$ cat src/design/sfr_pkg.sv
// package: command layout, register addresses, flag layouts and timing
package sfr_pkg;
    localparam int unsigned CLK_HZ          = 20_000_000;
    localparam int unsigned FILT_US         = 100;
    localparam int unsigned FILT_CYC        = FILT_US * (CLK_HZ / 1_000_000);
    localparam int unsigned RSTPULSE_MS     = 100;
    localparam int unsigned RSTPULSE_CYC    = RSTPULSE_MS * (CLK_HZ / 1000);

    localparam int          CMD_W           = 16;
    localparam int          TYPE_HI         = 15;
    localparam int          TYPE_LO         = 14;
    localparam int          ADDR_HI         = 13;
    localparam int          ADDR_LO         = 9;
    localparam int          READ_BIT        = 8;
    localparam int          HALF_BIT        = 7;

    localparam logic [1:0]  TYPE_FLAGS      = 2'h3;
    localparam logic [1:0]  TYPE_LIVE       = 2'h0;

    localparam logic [4:0]  ADDR_REG        = 5'h0f;
    localparam logic [4:0]  ADDR_CAN        = 5'h10;
    localparam logic [4:0]  ADDR_IO         = 5'h11;
    localparam logic [4:0]  ADDR_INT        = 5'h12;

    localparam logic [15:0] FLAGS_RESET     = 16'h0000;
    localparam logic [7:0]  MISO_RESET      = 8'h00;
    localparam int          NFLAG           = 64;

    // arbitrary neutral identity, not a real part code
    localparam logic [7:0]  ID_DEFAULT      = 8'h5a;

    // flag index base for each 16-bit flag group (low byte, then high byte)
    localparam int          IDX_REG         = 0;
    localparam int          IDX_CAN         = 16;
    localparam int          IDX_IO          = 32;
    localparam int          IDX_INT         = 48;
    // supply flags that pass the 100 us filter: reg group bits 0..7
    localparam int          NFILT           = 8;
    // reset-pin short pulse flag: int group high byte bit 2
    localparam int          IDX_RST_SHORT   = 58;

    typedef struct packed {
        logic [1:0] kind;
        logic [4:0] addr;
        logic       rd;
        logic       half;
    } sfr_cmd_t;

    typedef enum logic [1:0] {SFR_IDLE, SFR_SHIFT, SFR_DONE} sfr_state_t;
endpackage

$ cat src/design/sfr_filter.sv
// filter: level must persist more than a set number of cycles
`timescale 1ns/1ns
`default_nettype none
module sfr_filter
    import sfr_pkg::*;
#(
    parameter int unsigned CYC = 2000
) (
    input  wire logic clk_sys,
    input  wire logic rst_n,
    input  wire logic level_in,
    output var  logic level_out
);
    logic [$clog2(CYC+2)-1:0] count;

    always_ff @(posedge clk_sys or negedge rst_n) begin
        if (!rst_n) begin
            count     <= '0;
            level_out <= 1'b0;
        end else if (!level_in) begin
            count     <= '0;
            level_out <= 1'b0;
        end else if (count > ($clog2(CYC+2))'(CYC)) begin
            level_out <= 1'b1;
        end else begin
            count <= count + 1'b1;
        end
    end
endmodule // sfr_filter
`default_nettype wire

$ cat src/design/sfr_readout.sv
// flag and status read-back over the serial link
`timescale 1ns/1ns
`default_nettype none
// Functional notes
// - type bits 15:14 equal to 11 select latched fault flags.
// - type 00 in bits 15:14 selects live pin, identity or transceiver state.
// - command bits 13 to 9 hold the register address.
// - reads are never parity checked.
// - a fault sets its flag, which clears only when read after recovery.
// - supply low flags set only after more than 100 us beyond threshold.
// - a reset pin low pulse shorter than 100 ms raises its own flag.
module sfr_readout
    import sfr_pkg::*;
#(
    parameter int unsigned FILTER_CYC = FILT_CYC,
    parameter int unsigned RSTP_CYC   = RSTPULSE_CYC,
    parameter logic [7:0]  DEV_ID     = ID_DEFAULT
) (
    input  wire logic             clk_sys,
    input  wire logic             rstn,
    input  wire logic             sclk,
    input  wire logic             chip_select_n,
    input  wire logic             mosi,
    output var  logic             miso,
    output var  logic             miso_oe,
    input  wire logic [NFLAG-1:0] fault_in,
    input  wire logic [7:0]       can_live,
    input  wire logic [7:0]       io_levels,
    input  wire logic             reset_pin_n
);
    logic        rst_m, rst_n;
    logic [2:0]  sclk_s, cs_s, mosi_s, rpin_s;
    logic [15:0] shreg;
    logic [4:0]  bitcnt;
    logic [7:0]  resp;
    logic [NFLAG-1:0] flags, cause, clr;
    logic [NFILT-1:0] filt_out;
    logic        rst_short;
    logic        shift_done;
    logic [$clog2(RSTP_CYC+2)-1:0] rcnt;
    sfr_state_t  state;
    sfr_cmd_t    cmd;

    always_ff @(posedge clk_sys or negedge rstn) begin
        if (!rstn) begin
            rst_m <= 1'b0;
            rst_n <= 1'b0;
        end else begin
            rst_m <= 1'b1;
            rst_n <= rst_m;
        end
    end

    // two flops then an edge history stage
    always_ff @(posedge clk_sys or negedge rst_n) begin
        if (!rst_n) begin
            sclk_s <= 3'h0;
            cs_s   <= 3'h7;
            mosi_s <= 3'h0;
            rpin_s <= 3'h7;
        end else begin
            sclk_s <= {sclk_s[1:0], sclk};
            cs_s   <= {cs_s[1:0], chip_select_n};
            mosi_s <= {mosi_s[1:0], mosi};
            rpin_s <= {rpin_s[1:0], reset_pin_n};
        end
    end

    wire sclk_rise = sclk_s[1] & ~sclk_s[2];
    wire sclk_fall = ~sclk_s[1] & sclk_s[2];
    wire cs_act    = ~cs_s[1];

    function automatic logic [7:0] sfr_byte(input logic [NFLAG-1:0] v,
                                            input int base,
                                            input logic hi);
        sfr_byte = hi ? v[base+8 +: 8] : v[base +: 8];
    endfunction

    function automatic int sfr_base(input logic [4:0] a);
        case (a)
            ADDR_REG: sfr_base = IDX_REG;
            ADDR_CAN: sfr_base = IDX_CAN;
            ADDR_IO:  sfr_base = IDX_IO;
            ADDR_INT: sfr_base = IDX_INT;
            default:  sfr_base = -1;
        endcase
    endfunction

    assign cmd = '{kind: shreg[TYPE_HI:TYPE_LO],
                   addr: shreg[ADDR_HI:ADDR_LO],
                   rd:   shreg[READ_BIT],
                   half: shreg[HALF_BIT]};

    // frame sequencing: shift in on rise, shift out on fall
    always_ff @(posedge clk_sys or negedge rst_n) begin
        if (!rst_n) begin
            state  <= SFR_IDLE;
            shreg  <= 16'h0000;
            bitcnt <= 5'h00;
        end else if (!cs_act) begin
            state  <= SFR_IDLE;
            bitcnt <= 5'h00;
        end else begin
            case (state)
                SFR_IDLE: begin
                    state  <= SFR_SHIFT;
                    bitcnt <= 5'h00;
                end
                SFR_SHIFT: begin
                    if (sclk_rise) begin
                        shreg  <= {shreg[14:0], mosi_s[1]};
                        bitcnt <= bitcnt + 5'h01;
                        if (bitcnt == 5'h0f)
                            state <= SFR_DONE;
                    end
                end
                SFR_DONE: state <= SFR_DONE;
                default:  state <= SFR_IDLE;
            endcase
        end
    end

    // response byte selection, no parity check on reads
    logic [7:0] next_resp;
    always_comb begin
        next_resp = 8'h00;
        if (cmd.kind == TYPE_FLAGS
            && sfr_base(cmd.addr) >= 0) begin
            next_resp = sfr_byte(flags, sfr_base(cmd.addr),
                                 cmd.half);
        end else if (cmd.kind == TYPE_LIVE && cmd.half) begin
            case (cmd.addr)
                ADDR_CAN: next_resp = can_live;
                ADDR_IO:  next_resp = io_levels;
                ADDR_INT: next_resp = DEV_ID;
                default:  next_resp = 8'h00;
            endcase
        end
    end

    wire frame_end = (state == SFR_DONE) && !cs_s[2] && cs_s[1];
    wire read_ok   = cmd.rd && cmd.kind == TYPE_FLAGS;

    // strobe once the 16th bit sits in the shift register
    always_ff @(posedge clk_sys or negedge rst_n) begin
        if (!rst_n)
            shift_done <= 1'b0;
        else
            shift_done <= cs_act && state == SFR_SHIFT && sclk_rise
                          && bitcnt == 5'h0f;
    end

    // load the byte, then one new bit after each sclk fall
    always_ff @(posedge clk_sys or negedge rst_n) begin
        if (!rst_n) begin
            resp    <= MISO_RESET;
            miso    <= 1'b0;
            miso_oe <= 1'b0;
        end else begin
            miso_oe <= cs_act;
            if (shift_done) begin
                resp <= next_resp;
                miso <= next_resp[7];
            end else if (state == SFR_DONE && cs_act && sclk_fall) begin
                miso <= resp[6];
                resp <= {resp[6:0], 1'b0};
            end else if (!cs_act) begin
                miso <= 1'b0;
            end
        end
    end

    // reset-pin short low pulse detector
    always_ff @(posedge clk_sys or negedge rst_n) begin
        if (!rst_n) begin
            rcnt      <= '0;
            rst_short <= 1'b0;
        end else begin
            rst_short <= 1'b0;
            if (!rpin_s[1]) begin
                if (rcnt <= ($bits(rcnt))'(RSTP_CYC))
                    rcnt <= rcnt + 1'b1;
            end else begin
                if (!rpin_s[2] && rcnt < ($bits(rcnt))'(RSTP_CYC))
                    rst_short <= 1'b1;
                rcnt <= '0;
            end
        end
    end

    genvar g;
    generate
        for (g = 0; g < NFILT; g++) begin : g_filt
            sfr_filter #(.CYC(FILTER_CYC)) u_filt (
                .clk_sys  (clk_sys),
                .rst_n    (rst_n),
                .level_in (fault_in[g]),
                .level_out(filt_out[g])
            );
        end
    endgenerate

    always_comb begin
        cause = fault_in;
        cause[NFILT-1:0] = filt_out;
        cause[IDX_RST_SHORT] = rst_short;
        clr = '0;
        if (frame_end && read_ok && sfr_base(cmd.addr) >= 0)
            clr[sfr_base(cmd.addr) + (cmd.half ? 8 : 0) +: 8] = 8'hff;
    end

    // latch: set wins over the read clear
    always_ff @(posedge clk_sys or negedge rst_n) begin
        if (!rst_n)
            flags <= FLAGS_RESET;
        else
            flags <= cause | (flags & ~clr);
    end
endmodule // sfr_readout
`default_nettype wire

$ cat config.mk
export PLATFORM = sky130hd
export DESIGN_NAME = sfr_readout
export DESIGN_NICKNAME = d
export VERILOG_FILES = /design/src/design/sfr_pkg.sv /design/src/design/sfr_filter.sv /design/src/design/sfr_readout.sv
export SDC_FILE = /design/constraint.sdc
export NUM_CORES = 1
export LEC_CHECK = 0
export BUFFER_PORTS_ARGS = -buffer_cell sky130_fd_sc_hd__buf_2
export CAP_MARGIN = 25
export CORE_MARGIN = 2
export CORE_UTILIZATION = 60
export DETAILED_ROUTE_END_ITERATION = 10
export GPL_ROUTABILITY_DRIVEN = 0
export PLACE_DENSITY = 0.79
export SYNTH_ARGS = -nofsm -noshare
export SYNTH_HDL_FRONTEND = slang
export SYNTH_SLANG_ARGS = --single-unit
$ cat constraint.sdc
create_clock -name clk_sys -period 8.21 [get_ports clk_sys]
set_input_delay 1.642 -clock clk_sys [delete_from_list [all_inputs] [get_ports clk_sys]]
set_output_delay 1.642 -clock clk_sys [all_outputs]
set_load 0.03 [all_outputs]
Yosys cells after proc, flatten, opt, wreduce, memory -nomap -nowiden
Index checks and enable logic that the tools add are counted.
{"block": "word_totals", "regBits": 228, "in_bits": 86, "wordCells": 176}
{"block": "op_classes", "add_sub_neg": 13, "order_cmp": 11, "eq_ne": 26, "shift": 4, "n_mux": 57, "n_bitwise": 9, "reduce_logical": 24}
{"operator": "11-bit two-way mux", "n": 16}
{"operator": "64-bit AND", "n": 2}
{"operator": "32-bit case mux with 4 select lines", "n": 1}
{"operator": "64-bit by 32-bit indexed part select with 8-bit output", "n": 2}
{"operator": "11-bit by 1-bit adder with 11-bit output (second input constant)", "n": 8}
{"operator": "11-bit > comparator (second input constant)", "n": 8}
{"operator": "32-bit two-way mux", "n": 2}
{"operator": "64-bit two-way mux", "n": 1}
{"operator": "64-bit inverter", "n": 1}
{"operator": "64-bit bitwise OR", "n": 1}
{"operator": "8-bit by 33-bit variable shift with 64-bit output (first input constant)", "n": 1}
{"operator": "8-bit by 33-bit indexed part select with 64-bit output (first input constant)", "n": 1}
{"operator": "21-bit two-way mux", "n": 2}
{"operator": "32-bit negator with 33-bit output", "n": 1}
{"operator": "32-bit by 5-bit adder with 32-bit output", "n": 1}
{"operator": "32-bit by 5-bit adder with 32-bit output (second input constant)", "n": 1}
{"operator": "32-bit by 1-bit >= comparator with 1-bit output (second input constant)", "n": 1}
{"operator": "8-bit two-way mux", "n": 3}
{"operator": "8-bit case mux with 3 select lines", "n": 1}
{"operator": "21-bit by 1-bit adder with 21-bit output (second input constant)", "n": 1}
{"operator": "21-bit <= comparator (second input constant)", "n": 1}
{"operator": "21-bit < comparator (second input constant)", "n": 1}
{"operator": "1-bit two-way mux", "n": 21}
{"operator": "2-bit by 1-bit != test with 1-bit output (second input constant)", "n": 8}
{"operator": "22 further kinds", "n": 58}

Depth between registers and ports, before layout
{"block": "logic_depth", "word_depth": 14, "ltp_mapped": 21, "mapped_depth_nobuf": 14}

By module
From an unflattened synthesis, not the netlist that was laid out.
{"block": "hier_totals", "cells_unflattened": 1223, "hier_area_um2": 12852.3}
{"mod": "sfr_readout", "n_inst": 1, "cells_each": 647, "area_per_inst_um2": 7176.9}
{"mod": "sfr_filter", "n_inst": 8, "cells_each": 72, "area_per_inst_um2": 709.4}

Worst setup path after synthesis
OpenSTA, ideal clock, no wires.
{"block": "synth_path", "kind": "register to register", "from": "register shreg[9]", "to": "register flags[40]", "arrival_ns": 4.278, "required_time_ns": 8.074, "slack_ns": 3.796, "stages_incl_launch_ff": 22, "n_path_buf": 7, "period_less_slack_ns": 4.414, "cell_sequence": "dfrtp_1 buf_2 a211oi_2 a22o_2 buf_12 buf_6 buf_2 ha_1 clkbuf_1 clkbuf_1 nand2b_1 a21oi_1 ha_1 inv_1 ha_1 or4b_1 o22ai_1 o2111a_1 a31oi_1 nor2_2 buf_2 a31oi_1"}
{"block": "synth_via", "elab_chain_len": 11}
{"item": "from (decl)", "line_no": "sfr_readout.sv:33", "source": "logic [15:0] shreg;"}
{"item": "from (signal assigned)", "line_no": "sfr_readout.sv:111", "source": "shreg <= {shreg[14:0], mosi_s[1]};"}
{"item": "5-bit == test or 5-bit by 4-bit == test with 1-bit output (tied branches)", "line_no": "sfr_readout.sv:80", "source": "case (a)"}
{"item": "32-bit case mux with 4 select lines *", "line_no": "sfr_readout.sv:80"}
{"item": "32-bit two-way mux", "line_no": "sfr_readout.sv:208", "source": "if (frame_end && read_ok && sfr_base(cmd.addr) >= 0)"}
{"item": "32-bit by 5-bit adder with 32-bit output", "line_no": "sfr_readout.sv:209", "source": "clr[sfr_base(cmd.addr) + (cmd.half ? 8 : 0) +: 8] = 8'hff;"}
{"item": "32-bit negator with 33-bit output", "line_no": "sfr_readout.sv:209"}
{"item": "8-bit by 33-bit indexed part select with 64-bit output or 8-bit by 33-bit variable shift with 64-bit output (tied branches)", "line_no": "sfr_readout.sv:209"}
{"item": "64-bit AND (no line)"}
{"item": "64-bit two-way mux *", "line_no": "sfr_readout.sv:208"}
{"item": "64-bit inverter *", "line_no": "sfr_readout.sv:217", "source": "flags <= cause | (flags & ~clr);"}
{"item": "64-bit AND *", "line_no": "sfr_readout.sv:217"}
{"item": "64-bit bitwise OR *", "line_no": "sfr_readout.sv:217"}
{"item": "to (signal assigned)", "line_no": "sfr_readout.sv:217"}
{"item": "to (decl)", "line_no": "sfr_readout.sv:36", "source": "logic [NFLAG-1:0] flags, cause, clr;"}
Mark *: on every way between the ends. The rest lies on a longest branch, timed or not. The select of a mux whose other input is x is not followed.
A chain may end at the register's enable or synchronous reset.

Final worst setup path
{"block": "layout_path", "from": "register shreg[9]", "to": "register flags[49]"}
The elaborated chain is that of the path after synthesis.

==> flow_metrics.env <==
export IMPL_outcome="complete, no violations"
export IMPL_cts_tree="built"
export IMPL_vias=9250
export IMPL_htree_levels=1
export IMPL_crit_reg2reg_launch="shreg[9]"
export IMPL_max_slew_worst_pin_slew_ps=882
export IMPL_crit_type="reg2reg"
export IMPL_cp_slowest_cell="dfrtp_1"
export IMPL_hold_violations=0
export IMPL_synth_compound_area_share_pct=11.6
export IMPL_die_h_um=148
export IMPL_nFillCells=1542
export IMPL_crit_end="flags[49]"
export IMPL_synthesis_area_um2=12400
export IMPL_min_period_ps=5440
export IMPL_syn2layout_area_growth_pct=12.1
export IMPL_postSynth_asyncResetShare_pct=100
export IMPL_slew_headroom_pct=41.2
export IMPL_final_common_cell="dfrtp_1"
export IMPL_clock_fmax_mhz=184
export IMPL_synth_fa_ha_area_share_pct=3.84
export IMPL_yosysUniqueCellTypes=87
export IMPL_clk_latency_ps=540
export IMPL_synth_top_flop_cell="dfrtp_1"
export IMPL_critPathMaxFanout=49
export IMPL_design_area_um2=13900
export IMPL_clk_pin_slew_ps=60
export IMPL_start_util_pct=61.1
export IMPL_wl_um=27600
export IMPL_drive_gt1_share_pct=16.6
export IMPL_grt_ovfl_total=0
export IMPL_die_area_um2=21800
export IMPL_synth_cells=1212
export IMPL_fin_crit_sh_pct=66.3
export IMPL_clock_sinks=228
export IMPL_crit_arrival_ps=5870
export IMPL_cp_required_ps=8630
export IMPL_die_w_um=148
export IMPL_rows=52
export IMPL_io_pins=88
export IMPL_clockBufferDepth=3
export IMPL_drv_cap=0
export IMPL_core_area_um2=20200
export IMPL_multi_input_area_um2=6120
export IMPL_drt_pre_antenna_iters=5
export IMPL_synthSimpleGateAreaFrac_pct=20.3
export IMPL_synth_edf_count=0
export IMPL_synth_top_family_by_area="simple AND/OR/NAND/NOR gates"
export IMPL_cp_cell_sequence="a211oi_2, buf_4, a22o_2, buf_4, inv_1, ha_1, inv_1, ha_1, or4b_1, o22ai_1, o2111a_1, a41o_1, nand4_2, a21o_1"
export IMPL_gr_usage_all_layers_pct=25.7
export IMPL_drtAntennaViolNets=0
export IMPL_synth_xor_area_share_pct=5.95
export IMPL_vdd_ir_drop_max_mv=0.172
export IMPL_syn_num_nets=1336
export IMPL_maxSlewViolCount=0
export IMPL_cts_root_buf="clkbuf_16"
export IMPL_post_cts_resized=0
export IMPL_cts_buffers=25
export IMPL_most_common_layout_cells="221 x dfrtp_1, 94 x nor2_1, 88 x nand2_1"
export IMPL_place_area_um2=13000
export IMPL_io_buffers=86
export IMPL_reg2reg_depth=14
export IMPL_grt_pass1_vias=9139
export IMPL_ctsHoldBuffers=0
export IMPL_rsz0062_at_grt="false"
export IMPL_cp_start_kind="register"
export IMPL_setup_violations=0
export IMPL_dp_cells=1532
export IMPL_tns_ps=0
export IMPL_wl_per_cell_um=17.4
export IMPL_powerDensity_nw_per_um2=178
export IMPL_dp_hpwl_um=19000
export IMPL_ys_seq_area_share_pct=46.2
export IMPL_slowest_delay_ps=780
export IMPL_power_leakage_uw=0.00594
export IMPL_synthMuxAreaShare_pct=7.76
export IMPL_drtIter0Drc=613
export IMPL_grt_max_degree=84
export IMPL_hold_path_class="reg2async"
export IMPL_drc=0
export IMPL_ff_latch_area_um2=5720
export IMPL_postCtsSetupBuffers=0
export IMPL_via_per_inst=5.83
export IMPL_r2r_slack_ps=2770
export IMPL_fin_cells=1587
export IMPL_worst_r2r_endpoint="flags[49]"
export IMPL_startpoint="shreg[9]"
export IMPL_layout_nets=1415
export IMPL_yosysWarnings=0
export IMPL_synth_seq_cells=228
export IMPL_clock_skew_ps=7.91
export IMPL_critPathCaptureType="register"
export IMPL_antenna_found_initial=11
export IMPL_syn_avg_cell_area_um2=10.2
export IMPL_grt_first_pass_wirelength_um=45500
export IMPL_report_power_total_uw=2460
-- worst min path at each step --
stage | from | slack (ps) | end | depth (start not counted)
after floorplan | mosi_s[0] | 330 | mosi_s[1] | 0
after global placement | mosi_s[0] | 340 | mosi_s[1] | 0
after detailed placement | mosi_s[0] | 340 | mosi_s[1] | 0
after CTS | rpin_s[0] | 360 | rpin_s[1] | 0
after global routing | rpin_s[0] | 360 | rpin_s[1] | 0
final | rst_n | 310 | rcnt[12] | 0
-- report_power, final --
group,internal (uW),switching (uW),total (uW),leakage (uW)
logic,70.2,84.5,155,0.00274
clock network,659,458,1120,0.000416
registers,1160,32.1,1190,0.00278
-- layout make-up --
cell class | instances | share of cell area (%)
multi-input combinational | 858 | 44.2
sequential | 228 | 41.2
clock buffer | 37 | 5.34
timing repair buffer | 95 | 3.83
tap | 270 | 2.44
inverter | 83 | 2.25
clock inverter | 9 | 0.641
antenna | 7 | 0.126
-- per-layer routing --
| layer | up-vias | GRT usage [%] | routed length, um |
|---|---|---|---|
| li1 | 4449 | - | - |
| met1 | 4468 | 34.7 | 11700 |
| met2 | 249 | 41.4 | 13200 |
| met3 | 76 | 5.65 | 1710 |
| met4 | 8 | 9.23 | 1010 |
| met5 | - | 0 | 48 |
-- worst max-delay path: cells and delay by family, from the launching register on --
kind	cells	cell delay (ps)
compound gates	6	1420
buf+inv	4	1410
fa+ha+maj	2	950
flops	1	780
simple gates	2	720
-- Yosys cell counts (all sizes together) (9+ instances only) --
cell type | instances | area [um2]
a31oi | 32 | 200
and3 | 18 | 113
dfrtp | 222 | 5560
mux2i | 28 | 280
mux2 | 18 | 206
a21o | 32 | 240
o21ai | 29 | 149
buf | 20 | 136
xor2 | 32 | 280
inv | 81 | 304
mux4 | 21 | 473
nor2 | 95 | 359
o21a | 11 | 82.6
or2 | 9 | 56.3
or3 | 10 | 62.6
a21boi | 12 | 90.1
and2 | 72 | 453
nand2 | 88 | 330
a21oi | 31 | 163
xnor2 | 52 | 455
nor2b | 21 | 131
nand4 | 46 | 307
nor3 | 11 | 65.1
and4 | 10 | 87.6
ha | 38 | 475
o22ai | 9 | 56.3
clkbuf | 23 | 86.3
nand3 | 46 | 235
-- sequential cells by signal, indices dropped and copies added (netlist names), 2 cells and up --
signal,cells
bitcnt,5
g_filt.u_filt.count,88
flags,64
g_filt.u_filt.level_out,8
resp,7
state,2
rpin_s,3
sclk_s,3
shreg,16
cs_s,3
rcnt,21
mosi_s,2
-- cell families (layout without fill, tap and decap cells) --
group	Yosys count	in the layout
flops	228	228
mux	67	67
fa+ha+maj	38	38
xor+xnor	84	84
simple gates	461	461
other cells	1	8
buf+inv	126	224
compound gates	207	207
-- metrics by stage --
step	setup slack [ps]	utilization, %	hold slack [ps]
final	2770	68.5	312
after global routing	2480	68.5	362
after CTS	2910	68.2	356
after detailed placement	2930	64.1	337
after global placement	3030	64.1	336
after floorplan	1400	-	331
Power figures use the tool's default switching activity.
